[config.mk]
export PLATFORM = sky130hd
export DESIGN_NAME = sico_ctrl
export DESIGN_NICKNAME = d
export VERILOG_FILES = /design/src/sico_pkg.sv /design/src/sico_ctrl.sv /design/src/sico_lifo.sv
export VERILOG_INCLUDE_DIRS = /design/src /design/src/src
export SDC_FILE = /design/constraint.sdc
export NUM_CORES = 1
export LEC_CHECK = 0
export ABC_AREA = 1
export BUFFER_PORTS_ARGS = -buffer_cell sky130_fd_sc_hd__buf_2
export CAP_MARGIN = 15
export CORE_UTILIZATION = 62
export CTS_CLUSTER_SIZE = 20
export DETAILED_ROUTE_END_ITERATION = 8
export PLACE_DENSITY = 0.91
export SLEW_MARGIN = 20
export SYNTH_ARGS = -nofsm -noshare
export SYNTH_HDL_FRONTEND = slang
export SYNTH_SLANG_ARGS = --single-unit
[constraint.sdc]
create_clock -name clk -period 6.2 [get_ports clk]
set_clock_uncertainty 0.1 [all_clocks]
set_input_delay 0.62 -clock clk [delete_from_list [all_inputs] [get_ports clk]]
set_output_delay 0.62 -clock clk [all_outputs]
set_load 0.01 [all_outputs]
[src/sico_cfg.svh]
/*
 * offsets, field positions, reset values, opcodes and vector addresses
 * of the subroutine / interrupt control unit.
 * assumes it is included by the package, the design modules and the bench.
 */
`ifndef SICO_CFG_SVH
`define SICO_CFG_SVH

// ----------------------------------------------------------------
// widths
// ----------------------------------------------------------------
`define SICO_PC_W 10
`define SICO_SP_W 3
`define SICO_ISP_W 2
`define SICO_FLAG_W 4
`define SICO_SRC_N 3

// ----------------------------------------------------------------
// register byte offsets on the slave bus
// ----------------------------------------------------------------
`define SICO_OFS_JBASE 4'h0
`define SICO_OFS_IRQ 4'h4
`define SICO_OFS_FLAG 4'h8
`define SICO_OFS_STAT 4'hc

// ----------------------------------------------------------------
// field positions
// ----------------------------------------------------------------
`define SICO_IRQ_REQ_LSB 8
`define SICO_STAT_SP_LSB 12
`define SICO_STAT_MIE_BIT 16
`define SICO_STAT_MODE_LSB 17
`define SICO_STAT_COND_LSB 20

// ----------------------------------------------------------------
// reset values
// ----------------------------------------------------------------
`define SICO_PC_RST 10'h000
`define SICO_SP_RST 3'h0
`define SICO_ISP_RST 2'h0
`define SICO_FLAG_RST 4'h0
`define SICO_JBASE_RST 10'h000
`define SICO_SRCEN_RST 3'h0
`define SICO_COND_RST 4'h0

// ----------------------------------------------------------------
// instruction codes
// ----------------------------------------------------------------
`define SICO_OP_BR_AR 16'h3840
`define SICO_OP_CALL_AR 16'h3850
`define SICO_OP_RET 16'h38e0
`define SICO_OP_SUBR_EXIT_SKIP_OP 16'h39e0
`define SICO_OP_ISR_EXIT_OP 16'h3ce0
`define SICO_OP_EI 16'h38f0
`define SICO_OP_DI 16'h39f0
`define SICO_OP_NOP 16'h3cf0
`define SICO_OP_STOP_HI 12'h3af
`define SICO_OP_HALT_HI 12'h3bf

// ----------------------------------------------------------------
// vector addresses, one per source, lowest source wins
// ----------------------------------------------------------------
`define SICO_VEC0 10'h001
`define SICO_VEC1 10'h002
`define SICO_VEC2 10'h003

`endif

[src/sico_pkg.sv]
/*
 * types shared by the subroutine / interrupt control unit.
 * assumes sico_cfg.svh is on the include path.
 */
`include "sico_cfg.svh"

package sico_pkg;

	// ----------------------------------------------------------------
	// core power / sequencing mode
	// ----------------------------------------------------------------
	typedef enum logic [1:0] {
		MODE_RUN = 2'h0,
		MODE_VECTOR = 2'h1,
		MODE_HALT = 2'h2,
		MODE_STOP = 2'h3
	} sico_mode_type;

	// one instruction offered by the fetch stage
	typedef struct packed {
		logic valid;
		logic [15:0] word;
	} sico_instr_type;

	// avalon-mm request from the master
	typedef struct packed {
		logic read;
		logic write;
		logic [3:0] address;
		logic [31:0] writedata;
	} sico_avs_req_type;

endpackage : sico_pkg

[src/sico_ctrl.sv]
/*
 * execution of indirect call/branch, the three return forms, interrupt
 * enable/disable and acceptance, halt/stop and no-op, with an avalon-mm
 * register slave. assumes the fetch stage offers one word per cycle at
 * programCounter and holds it until instrReady; pins are asynchronous.
 */
// The Avalon-MM interface to the registers and the register offsets were decided locally.
`timescale 1ns/1ps
// Behaviour
// - indirect call pushes next address, jumps
// - jump base upper 22 bits read zero
// - plain return pops address, stack pointer up
// - skipping return also steps past next
// - interrupt return restores saved flag word
// - accepted interrupt saves the flag word
// - interrupt return always pops save stack
// - enable acts after the next instruction that does not move the pc
// - pending interrupt vectors at instruction boundary
// - request flags set even when source masked
// - disable clears master enable at once
// - stop halts clock until operand condition
// - halt waits for operand-selected condition
// - no-op only advances the program counter
`include "sico_cfg.svh"
module sico_ctrl
	import sico_pkg::*;
(
	input wire logic clk,
	input wire logic nrst,
	input sico_instr_type instr,
	input wire logic [`SICO_SRC_N-1:0] irqPin,
	input wire logic wakePin,
	input sico_avs_req_type avsReq,
	output logic [31:0] avsReaddata,
	output logic avsWaitrequest,
	output logic instrReady,
	output logic [`SICO_PC_W-1:0] programCounter,
	output logic [`SICO_SP_W-1:0] stackPtr,
	output logic masterIrqEnable,
	output logic [`SICO_FLAG_W-1:0] flagWord,
	output sico_mode_type powerMode,
	output logic sysClkStop
);

	logic [`SICO_PC_W-1:0] pc_r, pc_nxt, jumpBase_r, retRd, vecAddr;
	logic [`SICO_SP_W-1:0] sp_r, sp_nxt;
	logic [`SICO_ISP_W-1:0] isp_r, isp_nxt;
	logic [`SICO_FLAG_W-1:0] flag_r, flag_nxt, saveRd;
	logic [`SICO_SRC_N-1:0] req_r, req_nxt, srcEn_r, srcEn_nxt, reqSet, reqClr, vecSel;
	logic [3:0] cond_r, cond_nxt, pinSyncA_r, pinSyncB_r, pinSyncC_r, lvl_r, lvl_nxt;
	logic [3:0] wakeEvt;
	logic mie_r, mie_nxt, hold_r, hold_nxt, ready_r, clkStop_r, waitReq_r;
	logic [31:0] rdata_r, rdMux, statWord;
	sico_mode_type mode_r, mode_nxt;

	// ----------------------------------------------------------------
	// pin synchronisers and level filter
	// ----------------------------------------------------------------
	// three stages per pin; the level moves only when stages two and three agree
	genvar gi;
	generate
		for (gi = 0; gi < 4; gi++) begin : g_pin
			wire pinIn = (gi == 3) ? wakePin : irqPin[gi % `SICO_SRC_N];
			assign lvl_nxt[gi] = (pinSyncB_r[gi] == pinSyncC_r[gi]) ? pinSyncC_r[gi] : lvl_r[gi];
			always_ff @(posedge clk or negedge nrst) begin
				if (!nrst) begin
					pinSyncA_r[gi] <= 1'h0;
					pinSyncB_r[gi] <= 1'h0;
					pinSyncC_r[gi] <= 1'h0;
					lvl_r[gi] <= 1'h0;
				end else begin
					pinSyncA_r[gi] <= pinIn;
					pinSyncB_r[gi] <= pinSyncA_r[gi];
					pinSyncC_r[gi] <= pinSyncB_r[gi];
					lvl_r[gi] <= lvl_nxt[gi];
				end
			end
		end
	endgenerate

	// rising level on a source pin raises its request whatever its enable
	assign reqSet = lvl_nxt[`SICO_SRC_N-1:0] & ~lvl_r[`SICO_SRC_N-1:0];

	// ----------------------------------------------------------------
	// instruction decode
	// ----------------------------------------------------------------
	wire [15:0] w = instr.word;
	wire take = instr.valid && ready_r && (mode_r == MODE_RUN);
	wire isCallAr = take && (w == `SICO_OP_CALL_AR);
	wire isBrAr = take && (w == `SICO_OP_BR_AR);
	wire isRet = take && (w == `SICO_OP_RET);
	wire isRetSk = take && (w == `SICO_OP_SUBR_EXIT_SKIP_OP);
	wire isReti = take && (w == `SICO_OP_ISR_EXIT_OP);
	wire isEi = take && (w == `SICO_OP_EI);
	wire isDi = take && (w == `SICO_OP_DI);
	wire isNop = take && (w == `SICO_OP_NOP);
	wire isStop = take && (w[15:4] == `SICO_OP_STOP_HI);
	wire isHalt = take && (w[15:4] == `SICO_OP_HALT_HI);
	wire isPop = isRet || isRetSk || isReti;
	wire altPc = isCallAr || isBrAr || isPop;

	// ----------------------------------------------------------------
	// interrupt selection and acceptance
	// ----------------------------------------------------------------
	wire [`SICO_SRC_N-1:0] pend = req_r & srcEn_r;
	wire vectorGo = (mode_r == MODE_VECTOR) && (|pend);
	assign vecSel = pend & (~pend + 3'h1); // lowest pending source
	assign vecAddr = vecSel[0] ? `SICO_VEC0 : (vecSel[1] ? `SICO_VEC1 : `SICO_VEC2);
	// the instruction after an enable runs first, longer if it moved the pc
	assign hold_nxt = isEi ? 1'h1 : ((take && !altPc) ? 1'h0 : hold_r);
	assign mie_nxt = isEi ? 1'h1 : ((isDi || vectorGo) ? 1'h0 : mie_r);
	wire acceptNxt = mie_nxt && !hold_nxt && (|(req_nxt & srcEn_nxt));

	// ----------------------------------------------------------------
	// bus decode
	// ----------------------------------------------------------------
	wire busReq = avsReq.read || avsReq.write;
	wire busWr = avsReq.write && !waitReq_r;
	wire [31:0] wd = avsReq.writedata;
	wire wrJbase = busWr && (avsReq.address == `SICO_OFS_JBASE);
	wire wrIrq = busWr && (avsReq.address == `SICO_OFS_IRQ);
	wire wrFlag = busWr && (avsReq.address == `SICO_OFS_FLAG);

	// requests: write one to clear, acceptance clears its own, set wins
	assign reqClr = (wrIrq ? wd[`SICO_IRQ_REQ_LSB +: `SICO_SRC_N] : 3'h0)
		| (vectorGo ? vecSel : 3'h0);
	assign req_nxt = reqSet | (req_r & ~reqClr);
	assign srcEn_nxt = wrIrq ? wd[`SICO_SRC_N-1:0] : srcEn_r;

	// ----------------------------------------------------------------
	// program counter and stacks
	// ----------------------------------------------------------------
	always_comb begin
		pc_nxt = pc_r;
		if (vectorGo) begin
			pc_nxt = vecAddr;
		end else if (isCallAr || isBrAr) begin
			pc_nxt = jumpBase_r;
		end else if (isRet || isReti) begin
			pc_nxt = retRd;
		end else if (isRetSk) begin
			pc_nxt = retRd + 10'h001;
		end else if (take) begin
			pc_nxt = pc_r + 10'h001;
		end
	end

	// calls and acceptance push below the pointer, returns pop at it
	assign sp_nxt = (vectorGo || isCallAr) ? (sp_r - 3'h1) : (isPop ? (sp_r + 3'h1) : sp_r);
	wire retWe = vectorGo || isCallAr;
	wire [`SICO_PC_W-1:0] retWd = vectorGo ? pc_r : (pc_r + 10'h001);

	// save stack pushes on acceptance, always pops on interrupt return
	assign isp_nxt = vectorGo ? (isp_r - 2'h1) : (isReti ? (isp_r + 2'h1) : isp_r);
	assign flag_nxt = isReti ? saveRd : (wrFlag ? wd[`SICO_FLAG_W-1:0] : flag_r);

	sico_lifo #(.W(`SICO_PC_W), .AW(`SICO_SP_W)) u_retStack (
		.clk(clk),
		.we(retWe),
		.waddr(sp_r - 3'h1),
		.wdata(retWd),
		.raddr(sp_r),
		.rdata(retRd)
	);

	sico_lifo #(.W(`SICO_FLAG_W), .AW(`SICO_ISP_W)) u_saveStack (
		.clk(clk),
		.we(vectorGo),
		.waddr(isp_r - 2'h1),
		.wdata(flag_r),
		.raddr(isp_r),
		.rdata(saveRd)
	);

	// ----------------------------------------------------------------
	// mode sequencing
	// ----------------------------------------------------------------
	// release bits: sources' request flags, then the wake pin
	assign wakeEvt = {lvl_r[3], req_r};
	wire released = |(cond_r & wakeEvt);
	assign cond_nxt = (isStop || isHalt) ? w[3:0] : cond_r;

	always_comb begin
		mode_nxt = mode_r;
		case (mode_r)
			MODE_RUN: begin
				if (isStop) begin
					mode_nxt = MODE_STOP;
				end else if (isHalt) begin
					mode_nxt = MODE_HALT;
				end else if (acceptNxt) begin
					mode_nxt = MODE_VECTOR;
				end
			end
			MODE_VECTOR: begin
				mode_nxt = MODE_RUN;
			end
			MODE_HALT, MODE_STOP: begin
				if (released) begin
					mode_nxt = MODE_RUN;
				end
			end
			default: begin
				mode_nxt = MODE_RUN;
			end
		endcase
	end

	// ----------------------------------------------------------------
	// core state registers
	// ----------------------------------------------------------------
	always_ff @(posedge clk or negedge nrst) begin
		if (!nrst) begin
			pc_r <= `SICO_PC_RST;
			sp_r <= `SICO_SP_RST;
			isp_r <= `SICO_ISP_RST;
			flag_r <= `SICO_FLAG_RST;
			mie_r <= 1'h0;
			hold_r <= 1'h0;
			req_r <= 3'h0;
			srcEn_r <= `SICO_SRCEN_RST;
			cond_r <= `SICO_COND_RST;
			mode_r <= MODE_RUN;
			ready_r <= 1'h0;
			clkStop_r <= 1'h0;
		end else begin
			pc_r <= pc_nxt;
			sp_r <= sp_nxt;
			isp_r <= isp_nxt;
			flag_r <= flag_nxt;
			mie_r <= mie_nxt;
			hold_r <= hold_nxt;
			req_r <= req_nxt;
			srcEn_r <= srcEn_nxt;
			cond_r <= cond_nxt;
			mode_r <= mode_nxt;
			ready_r <= (mode_nxt == MODE_RUN);
			clkStop_r <= (mode_nxt == MODE_STOP);
		end
	end

	// jump base keeps ten bits; the upper 22 never exist
	always_ff @(posedge clk or negedge nrst) begin
		if (!nrst) begin
			jumpBase_r <= `SICO_JBASE_RST;
		end else if (wrJbase) begin
			jumpBase_r <= wd[`SICO_PC_W-1:0];
		end
	end

	// ----------------------------------------------------------------
	// bus read data and wait handshake
	// ----------------------------------------------------------------
	always_comb begin
		statWord = 32'h0000_0000;
		statWord[`SICO_PC_W-1:0] = pc_r;
		statWord[`SICO_STAT_SP_LSB +: `SICO_SP_W] = sp_r;
		statWord[`SICO_STAT_MIE_BIT] = mie_r;
		statWord[`SICO_STAT_MODE_LSB +: 2] = mode_r;
		statWord[`SICO_STAT_COND_LSB +: 4] = cond_r;
	end

	wire [31:0] irqWord = {21'h00_0000, req_r, 5'h00, srcEn_r};
	assign rdMux = (avsReq.address == `SICO_OFS_JBASE) ? {22'h00_0000, jumpBase_r}
		: (avsReq.address == `SICO_OFS_IRQ) ? irqWord
		: (avsReq.address == `SICO_OFS_FLAG) ? {28'h000_0000, flag_r}
		: (avsReq.address == `SICO_OFS_STAT) ? statWord : 32'h0000_0000;

	// one wait cycle per access, then released for one cycle
	always_ff @(posedge clk or negedge nrst) begin
		if (!nrst) begin
			waitReq_r <= 1'h1;
			rdata_r <= 32'h0000_0000;
		end else begin
			waitReq_r <= !(busReq && waitReq_r);
			if (busReq && waitReq_r) begin
				rdata_r <= rdMux;
			end
		end
	end

	// outputs straight from flops
	assign avsReaddata = rdata_r;
	assign avsWaitrequest = waitReq_r;
	assign instrReady = ready_r;
	assign programCounter = pc_r;
	assign stackPtr = sp_r;
	assign masterIrqEnable = mie_r;
	assign flagWord = flag_r;
	assign powerMode = mode_r;
	assign sysClkStop = clkStop_r;
endmodule : sico_ctrl

[src/sico_lifo.sv]
/*
 * small stack memory: one synchronous write port, one combinational
 * read port, addressed by the owner's pointer.
 * assumes the owner keeps the pointer; contents are not reset.
 */
`timescale 1ns/1ps

module sico_lifo #(
	parameter int W = 10,
	parameter int AW = 3
) (
	input wire logic clk,
	input wire logic we,
	input wire logic [AW-1:0] waddr,
	input wire logic [W-1:0] wdata,
	input wire logic [AW-1:0] raddr,
	output logic [W-1:0] rdata
);

	logic [W-1:0] mem [0:(1<<AW)-1];

	// ----------------------------------------------------------------
	// storage
	// ----------------------------------------------------------------
	always_ff @(posedge clk) begin
		if (we) begin
			mem[waddr] <= wdata;
		end
	end

	// read of the slot the pointer names
	assign rdata = mem[raddr];

endmodule : sico_lifo

==> results of run 1 <==
==> cell families after synthesis <==
logic type,share of synthesized area
simple gates,0.2176
flops,0.5830
buf+inv,0.07867
compound gates,0.08778
xor+xnor,0.01338
fa+ha+maj,0.01647
mux,0.002646
other cells,0.0004407
==> synth_stat cells, types with 6 or more instances <==
cell,instances
nand2_1,296
inv_1,105
edfxtp_1,96
dfrtp_1,82
nor2_1,81
o21ai_0,52
nand3_1,46
a21oi_1,25
buf_4,16
o21ai_1,14
xor2_1,12
o22ai_1,11
clkbuf_1,10
a31oi_1,8
buf_2,8
ha_1,8
o31ai_1,8
nand2_2,7
o211ai_1,7
nor3_1,6
==> state kept, by name, summed over array words and instances, names as in the netlist, 2 cells and up <==
name,count
jumpBase_r,10
avsReaddata,21
flagWord,4
isp_r,2
pinSyncB_r,4
u_retStack.mem,80
u_saveStack.mem,16
pinSyncC_r,4
cond_r,4
programCounter,10
lvl_r,4
req_r,3
pinSyncA_r,4
stackPtr,3
srcEn_r,3
powerMode,2
==> metal layers <==
metal / part of all wire / vias up / track usage
met5: 0 / - / 0
met4: 0.036 / 0 / 0.1535
met3: 0.086 / 86 / 0.06178
met2: 0.50 / 411 / 0.5022
met1: 0.38 / 3236 / 0.3763
li1: - / 3214 / -
==> power by group <==
group	switching, W	total (W)	internal [W]	leakage (nW)
combinational	0.000803	0.00114	0.000333	2.33
clock	0.000482	0.00102	0.000535	0.275
sequential	0.000121	0.00155	0.00143	1.94
==> worst paths after layout <==
check                              start              endpoint  slack (ns)  cells after the start
setup reg to reg            powerMode[0]  u_retStack.mem[2][8]        2.95                      6
min in group clk                 wakePin         pinSyncA_r[3]        0.18                      1
hold reg to reg            pinSyncA_r[1]         pinSyncB_r[1]        0.26                      0
max in group asynchronous           nrst           stackPtr[1]        5.37                      1
hold / removal                      nrst           flagWord[0]        0.10                      1
setup / recovery            powerMode[0]  u_retStack.mem[2][8]        2.95                      6
==> critical path: stages (launching register included) <==
cell     delay [ns]
dfrtp_1        0.41
inv_1          0.10
nor2_1         0.25
nand2_1        0.53
nand2_1        0.43
nand2_1        0.16
nor2_1         0.87
==> stage by stage <==
step | power, W | area [um^2] | utilization | worst slack (ns)
after floorplan | 0.002373 | 8547 | - | 3.776
after global placement | 0.002606 | 8972 | 0.6749 | 3.228
after detailed placement | 0.002671 | 8972 | 0.6749 | 3.034
after CTS | 0.003689 | 9530 | 0.7168 | 2.998
after global routing | 0.003902 | 9534 | 0.7171 | 2.723
final | 0.003708 | 9534 | 0.7171 | 2.945
==> area by class of cell <==
class	count	share of cell area
clock inverters	14	0.01247
well taps	176	0.02310
repair buffers	87	0.04738
clock buffers	18	0.04606
inverters	113	0.04475
multi-input cells	623	0.3059
flip-flops and latches	179	0.5203
==> impl_metrics.ini, run 1 <==
[place]
dp_cells = 1178
io_buffers = 83
place.gp.congestion = 0.8919
hpwl_um = 13460

[logic_synthesis]
async_flop_share = 0.4637
yosysUniqueCellTypes = 43
syn_avg_cell_area_um2 = 9.024
synth_edf_count = 96
synth_top_area_frac = 0.3388
ys_seq_area_frac = 0.5830
ys_warn_count = 0
synth_area_um2 = 8509
synthTopCellsByArea = edfxtp_1, dfrtp_1, nand2_1, inv_1, nor2_1
synth_flop_cell = edfxtp_1
synth-seq-cells = 179
synth_area_leader_cell = edfxtp_1
syn-instance-count = 943

[drt]
vias_per_cell = 5.741
drt_iter0_drc = 829
firstDrtPassIters = 7
drc = 0
detail-route-antenna-nets = 0
totalWireLength_um = 20180
avgRoutedWirePerCell_um = 16.68
dr_total_vias = 6947

[finish]
final_cell_mix = nand2_1, inv_1, edfxtp_1, dfrtp_1, buf_2
multi_input_area_um2 = 2917
seqCellArea_um2 = 4961
antenna_cells = 0
area_growth_syn_to_layout_pct = 12.04
n_fill_cell = 898
mostFrequentLayoutCell = nand2_1
fin_cells = 1210
nets = 1090
drive_gt1_frac = 0.1431

[global_route]
grt.overflow.total = 0
track_usage = 0.3024
grt_antenna_before_repair = 0
grt_pass1_wl_um = 32980
grt_max_degree = 84
grt_pass1_vias = 6845

[timing]
tightest_slew_ns = 1.112
whs_ns = 0.1008
final-max-slew-violation-count = 0
finalHoldViolCount = 0
rsz0062_at_grt = no
fmax_ghz = 0.3072
slew_headroom = 0.2558
finalCritPeriodShare = 0.5250
setup_viol = 0
fin_tns_setup_ns = 0
period_needed_ns = 3.255

[clock_network]
cts_buffers = 17
cts.sinks = 179
cts_resized = 0
clkTransAtPathRegs_ns = 0.07
postCtsSetupRepairBufs = 0
clk_latency_ns = 0.44
cts_htree_levels = 4
cts_root_buf = clkbuf_16
cts_buffer_depth = 2
postCtsHoldBufs = 0
cts_tree = built

[die]
floorplan.initialDensity = 0.6400
design.die.area_um2 = 14200
row_count = 42
die_w_um = 119.2
ioPinCount = 116
die_h_um = 119.2
coreArea_um2 = 13300

[setup_path]
critPathArrivalTime_ns = 3.20
criticalPathCategory = register to register
startpoint_type = register
endpoint_kind = register
path_max_fanout = 20
crit_required_ns = 6.15

[power_and_ir_drop]
power_leakage_nw = 4.549
ir_drop_mv = 0.3733
powerDensity_nw_per_um2 = 388.9

[run_status]
status = complete, no violations

[flow_run]
cap_violations = 0

[worst_hold_path]
worstHoldPathType = input pin to asynchronous set/reset pin
(Power assumes the default switching activity.)
==> run 2, diff against run 1 <==
Settings changed: CORE_UTILIZATION 62 to 58, PLACE_DENSITY 0.91 to 0.86.
Clock period 6.2 ns to 3.11 ns, I/O delays scaled along.
==> run 2 against run 1 <==
Compared with the run above:
- critical path depth is 2 higher
- register-to-register slack worse by 2.4 ns
- cell area grew 1.8%
- cell count increased by 1.8%
- fmax grew 28%
- total power up 98%
- worst hold slack worse by 0.082 ns
- highest routed layer unchanged
- combinational power up 93%
- sequential cell count is the same
==> impl_metrics.ini, run 2 (synthesized netlist as in run 1, its figures left out) <==
[worst_hold_path]
worstHoldPathType = input pin to register
min_from = instr[0]

[flow_run]
cap_violations = 0

[global_route]
grt_antenna_before_repair = 0
track_usage = 0.2633
grt_pass1_vias = 6262
gr-usage-met2 = 0.4295
grt.overflow.total = 0
top_usage_layer = met2
grt_pass1_wl_um = 29990
grt_max_degree = 84
met3_usage = 0.05166
grtUsageMet1 = 0.3470

[die]
design.die.area_um2 = 15160
die_w_um = 123.1
floorplan.initialDensity = 0.6037
coreArea_um2 = 14100
die_h_um = 123.1
row_count = 43
ioPinCount = 116

[finish]
fin_area_um2 = 9708
fin_cells = 1232
nets = 1108
final_cell_mix = nand2_1, inv_1, edfxtp_1, dfrtp_1, buf_2
area_growth_syn_to_layout_pct = 14.09
mostFrequentLayoutCell = nand2_1
antenna_cells = 0
largest_reg_flops = 80
top_register = u_retStack.mem
drive_gt1_frac = 0.1521

[drt]
detail-route-antenna-nets = 0
dr_total_vias = 6771
drc = 0
vias_per_cell = 5.496
drt_iter0_drc = 623
totalWireLength_um = 18930
avgRoutedWirePerCell_um = 15.37
firstDrtPassIters = 6

[clock_network]
cts_buffers = 17
cts_tree = built
cts_root_buf = clkbuf_16
postCtsSetupRepairBufs = 0
cts.sinks = 179
cts_resized = 0
clk_latency_ns = 0.43
cts_htree_levels = 4
clkTransAtPathRegs_ns = 0.07
cts_buffer_depth = 2

[setup_path]
criticalPathCategory = register to register
critPathArrivalTime_ns = 2.59
r2r-start = powerMode[1]
path_max_fanout = 12
worstSetupStartpoint = powerMode[1]
endpoint_kind = register
startpoint_type = register
crit_required_ns = 3.15

[timing]
rsz0062_at_grt = no
tightest_slew_ns = 0.9785
setup_viol = 0
finalHoldViolCount = 0
fmax_ghz = 0.3920
fin_tns_setup_ns = 0
finalCritPeriodShare = 0.8202
period_needed_ns = 2.551
final-max-slew-violation-count = 0
whs_ns = 0.01922
slew_headroom = 0.3407

[power_and_ir_drop]
power_leakage_nw = 4.649
powerDensity_nw_per_um2 = 757.3
clock_power_share = 0.280
power_w = 0.007352
ir_drop_mv = 0.5363
pwr-share-seq = 0.420
p_sw_frac = 0.3611
combPwrFrac = 0.300
p_switching_w = 0.002655
internal_power_w = 0.004697

[run_status]
status = complete, no violations

[place]
placed_area_um2 = 9067
place.gp.congestion = 0.8747
hpwl_um = 13030
io_buffers = 83
dp_cells = 1194
run 2: timing repair:
item,CTS,global route
hold buffers,6,0
hold endpoints to repair,18,0
endpoints found under the setup margin,0,0
run 2: worst paths after layout:
check / end / slack, ns / depth (start not counted)
setup / recovery: u_retStack.mem[6][4] / 0.56 / 8
hold / removal: cond_r[0] / 0.02 / 3
setup reg to reg: u_retStack.mem[6][4] / 0.56 / 8
hold reg to reg: pinSyncB_r[1] / 0.25 / 0
max in group asynchronous: req_r[2] / 2.00 / 2
min in group asynchronous: pinSyncC_r[1] / 0.38 / 2
run 2: per-stage QoR:
step                setup WS (ns)    util
floorplan                  0.6864       -
global placement           0.6399  0.6433
finish                     0.5592  0.6887
global route               0.3493  0.6887
detailed placement         0.6085  0.6433
CTS                        0.5770  0.6884
run 2: layout make-up:
| class | instances | area (um^2) |
|---|---|---|
| Sequential cell | 179 | 4961 |
| Tap cell | 180 | 225.2 |
| Clock inverter | 14 | 126.4 |
| Clock buffer | 18 | 450.4 |
| Multi-Input combinational cell | 623 | 2917 |
| Fill cell | 1027 | 4388 |
| Timing Repair Buffer | 105 | 601.8 |
| Inverter | 113 | 426.7 |
run 2: power by group through the flow:
stage	sequential [W]	combinational, W	clock (W)
finish	0.00309	0.00220	0.00206
global route	0.00312	0.00248	0.00217
CTS	0.00309	0.00220	0.00207
detailed placement	0.00313	0.00217	0
global placement	0.00312	0.00211	0
floorplan	0.00309	0.00164	0
run 2: critical path, cell delays in order (launching register included):
cell and delay (ns):
dfrtp_1 0.44, nor2_2 0.14, nand3_2 0.24, nor2_2 0.27, nand3_1 0.13, nand2_1 0.20, nand2_1 0.14, nor2_1 0.33
buf_4 0.25
run 2: metal layers:
layer  share of wire  vias to the layer above
li1                -                     3238
met1            0.41                     3156
met2            0.49                      322
met3           0.078                       55
met4           0.027                        0
met5               0                        -
==> run 3, diff against run 2 <==
Clock period 3.11 ns to 2.57 ns, I/O delays scaled along.
==> run 3 against run 2 <==
Compared with the run above:
- worst hold slack about the same
- die area unchanged
- global-route usage grew 2.0 points
- clock-buffer cell count grew 3
- sequential share of layout area fell by 1.1 points
- first-iteration DRC count is 15% higher
- routed wire length up 6.5%
- sequential power rose by 21%
==> impl_metrics.ini, run 3 (synthesized netlist as in run 1, its figures left out) <==
[drt]
detail-route-antenna-nets = 0
dr_total_vias = 7016
drt_iter0_drc = 716
drc = 0
totalWireLength_um = 20170
firstDrtPassIters = 6
vias_per_cell = 5.613
avgRoutedWirePerCell_um = 16.13

[timing]
whs_ns = 0.01927
setup_viol = 0
final-max-slew-violation-count = 0
fmax_ghz = 0.4133
finalHoldViolCount = 0
period_needed_ns = 2.419
slew_headroom = 0.2976
rsz0062_at_grt = yes
finalCritPeriodShare = 0.9414
fin_ws_ns = 0.1507
tightest_slew_ns = 1.043

[die]
die_h_um = 123.1
die_w_um = 123.1
design.die.area_um2 = 15160
floorplan.initialDensity = 0.6037
coreArea_um2 = 14100
ioPinCount = 116
row_count = 43

[global_route]
grt_max_degree = 48
grt_pass1_wl_um = 32160
grt_antenna_before_repair = 0
grt_pass1_vias = 6746
grt.overflow.total = 0
track_usage = 0.2828

[run_status]
status = complete, no violations

[finish]
final_cell_mix = nand2_1, inv_1, edfxtp_1, dfrtp_1, buf_2
nets = 1126
mostFrequentLayoutCell = nand2_1
antenna_cells = 0
area_growth_syn_to_layout_pct = 16.63
top_register = u_retStack.mem
largest_reg_flops = 80
drive_gt1_frac = 0.1598

[place]
io_buffers = 83
place.gp.congestion = 0.8738
hpwl_um = 13440
place_ws_ns = 0.2511

[power_and_ir_drop]
pwr-share-seq = 0.403
p_sw_frac = 0.3558
clock_power_share = 0.286
powerDensity_nw_per_um2 = 933.7
p_switching_w = 0.003297
power_leakage_nw = 4.766
internal_power_w = 0.005970
combPwrFrac = 0.311
ir_drop_mv = 0.3657

[worst_hold_path]
holdPathStages = 3
min_from = avsReq[4]
worstHoldPathType = input pin to register

[clock_network]
cts_htree_levels = 4
cts_buffers = 17
cts_buffer_depth = 2
cts_root_buf = clkbuf_16
cts.sinks = 179
postCtsSetupRepairBufs = 0
clkTransAtPathRegs_ns = 0.06
clk_latency_ns = 0.44
cts_tree = built

[setup_path]
endpoint_kind = register
criticalPathCategory = register to register
worst_r2r_path_depth = 8
crit_required_ns = 2.61
reg2reg_slack_ns = 0.15
r2r-start = stackPtr[0]
worstSetupStartpoint = stackPtr[0]
startpoint_type = register
path_max_fanout = 27
critPathArrivalTime_ns = 2.46

[flow_run]
cap_violations = 0
-- run 3: path summary, 6_finish.rpt --
check	endpoint
setup reg to reg	u_retStack.mem[2][2]
hold reg to reg	pinSyncB_r[0]
hold / removal	jumpBase_r[4]
setup / recovery	u_retStack.mem[2][2]
min in group asynchronous	pinSyncC_r[1]
max in group asynchronous	avsWaitrequest
-- run 3: through the flow --
stage	std cells	area [um^2]	total power, W	utilization	TNS, ns
6_report	1250	9925	0.009266	0.7041	0
5_1_grt	1250	9925	0.009741	0.7041	-0.002860
4_1_cts	1249	9897	0.009179	0.7021	0
3_5_place_dp	1205	9163	0.006507	0.6500	0
3_3_place_gp	1205	9163	0.006391	0.6500	0
2_1_floorplan	953	8547	0.005725	-	0
-- run 3: layout make-up --
cell class                      count  area (um^2)
Inverter                          113        429.2
Multi-Input combinational cell    623         2917
Clock inverter                     11        121.4
Clock buffer                       21        493.0
Tap cell                          180        225.2
Fill cell                         942         4172
Sequential cell                   179         4961
Timing Repair Buffer              123        778.2
-- run 3: layer usage --
layer / up-vias / routed length [um] / share of wire / GRT usage
met4: 0 / 748 / 0.037 / 0.1566
li1: 3281 / - / - / -
met5: - / 0 / 0 / 0
met3: 66 / 1623 / 0.080 / 0.05028
met1: 3298 / 7875 / 0.39 / 0.3591
met2: 371 / 9918 / 0.49 / 0.4612
-- run 3: timing repair --
item                                   CTS  global route
setup endpoints to repair                0             3
endpoints found under the hold margin   51             0
gates resized for setup                  0             1
hold buffers                            12             0
-- run 3: critical path: stages (launching register included) --
cell,delay [ns]
dfrtp_1,0.54
inv_6,0.16
buf_4,0.23
ha_1,0.22
or2_2,0.27
nand2_1,0.11
nand2_1,0.08
nor2_1,0.21
buf_4,0.21
-- run 3: power groups by stage --
stage          clock, W  sequential [W]  combinational (W)
2_1_floorplan         0         0.00374            0.00199
3_3_place_gp          0         0.00376            0.00263
3_5_place_dp          0         0.00377            0.00273
4_1_cts         0.00266         0.00372            0.00280
5_1_grt         0.00277         0.00376            0.00321
6_report        0.00265         0.00374            0.00288
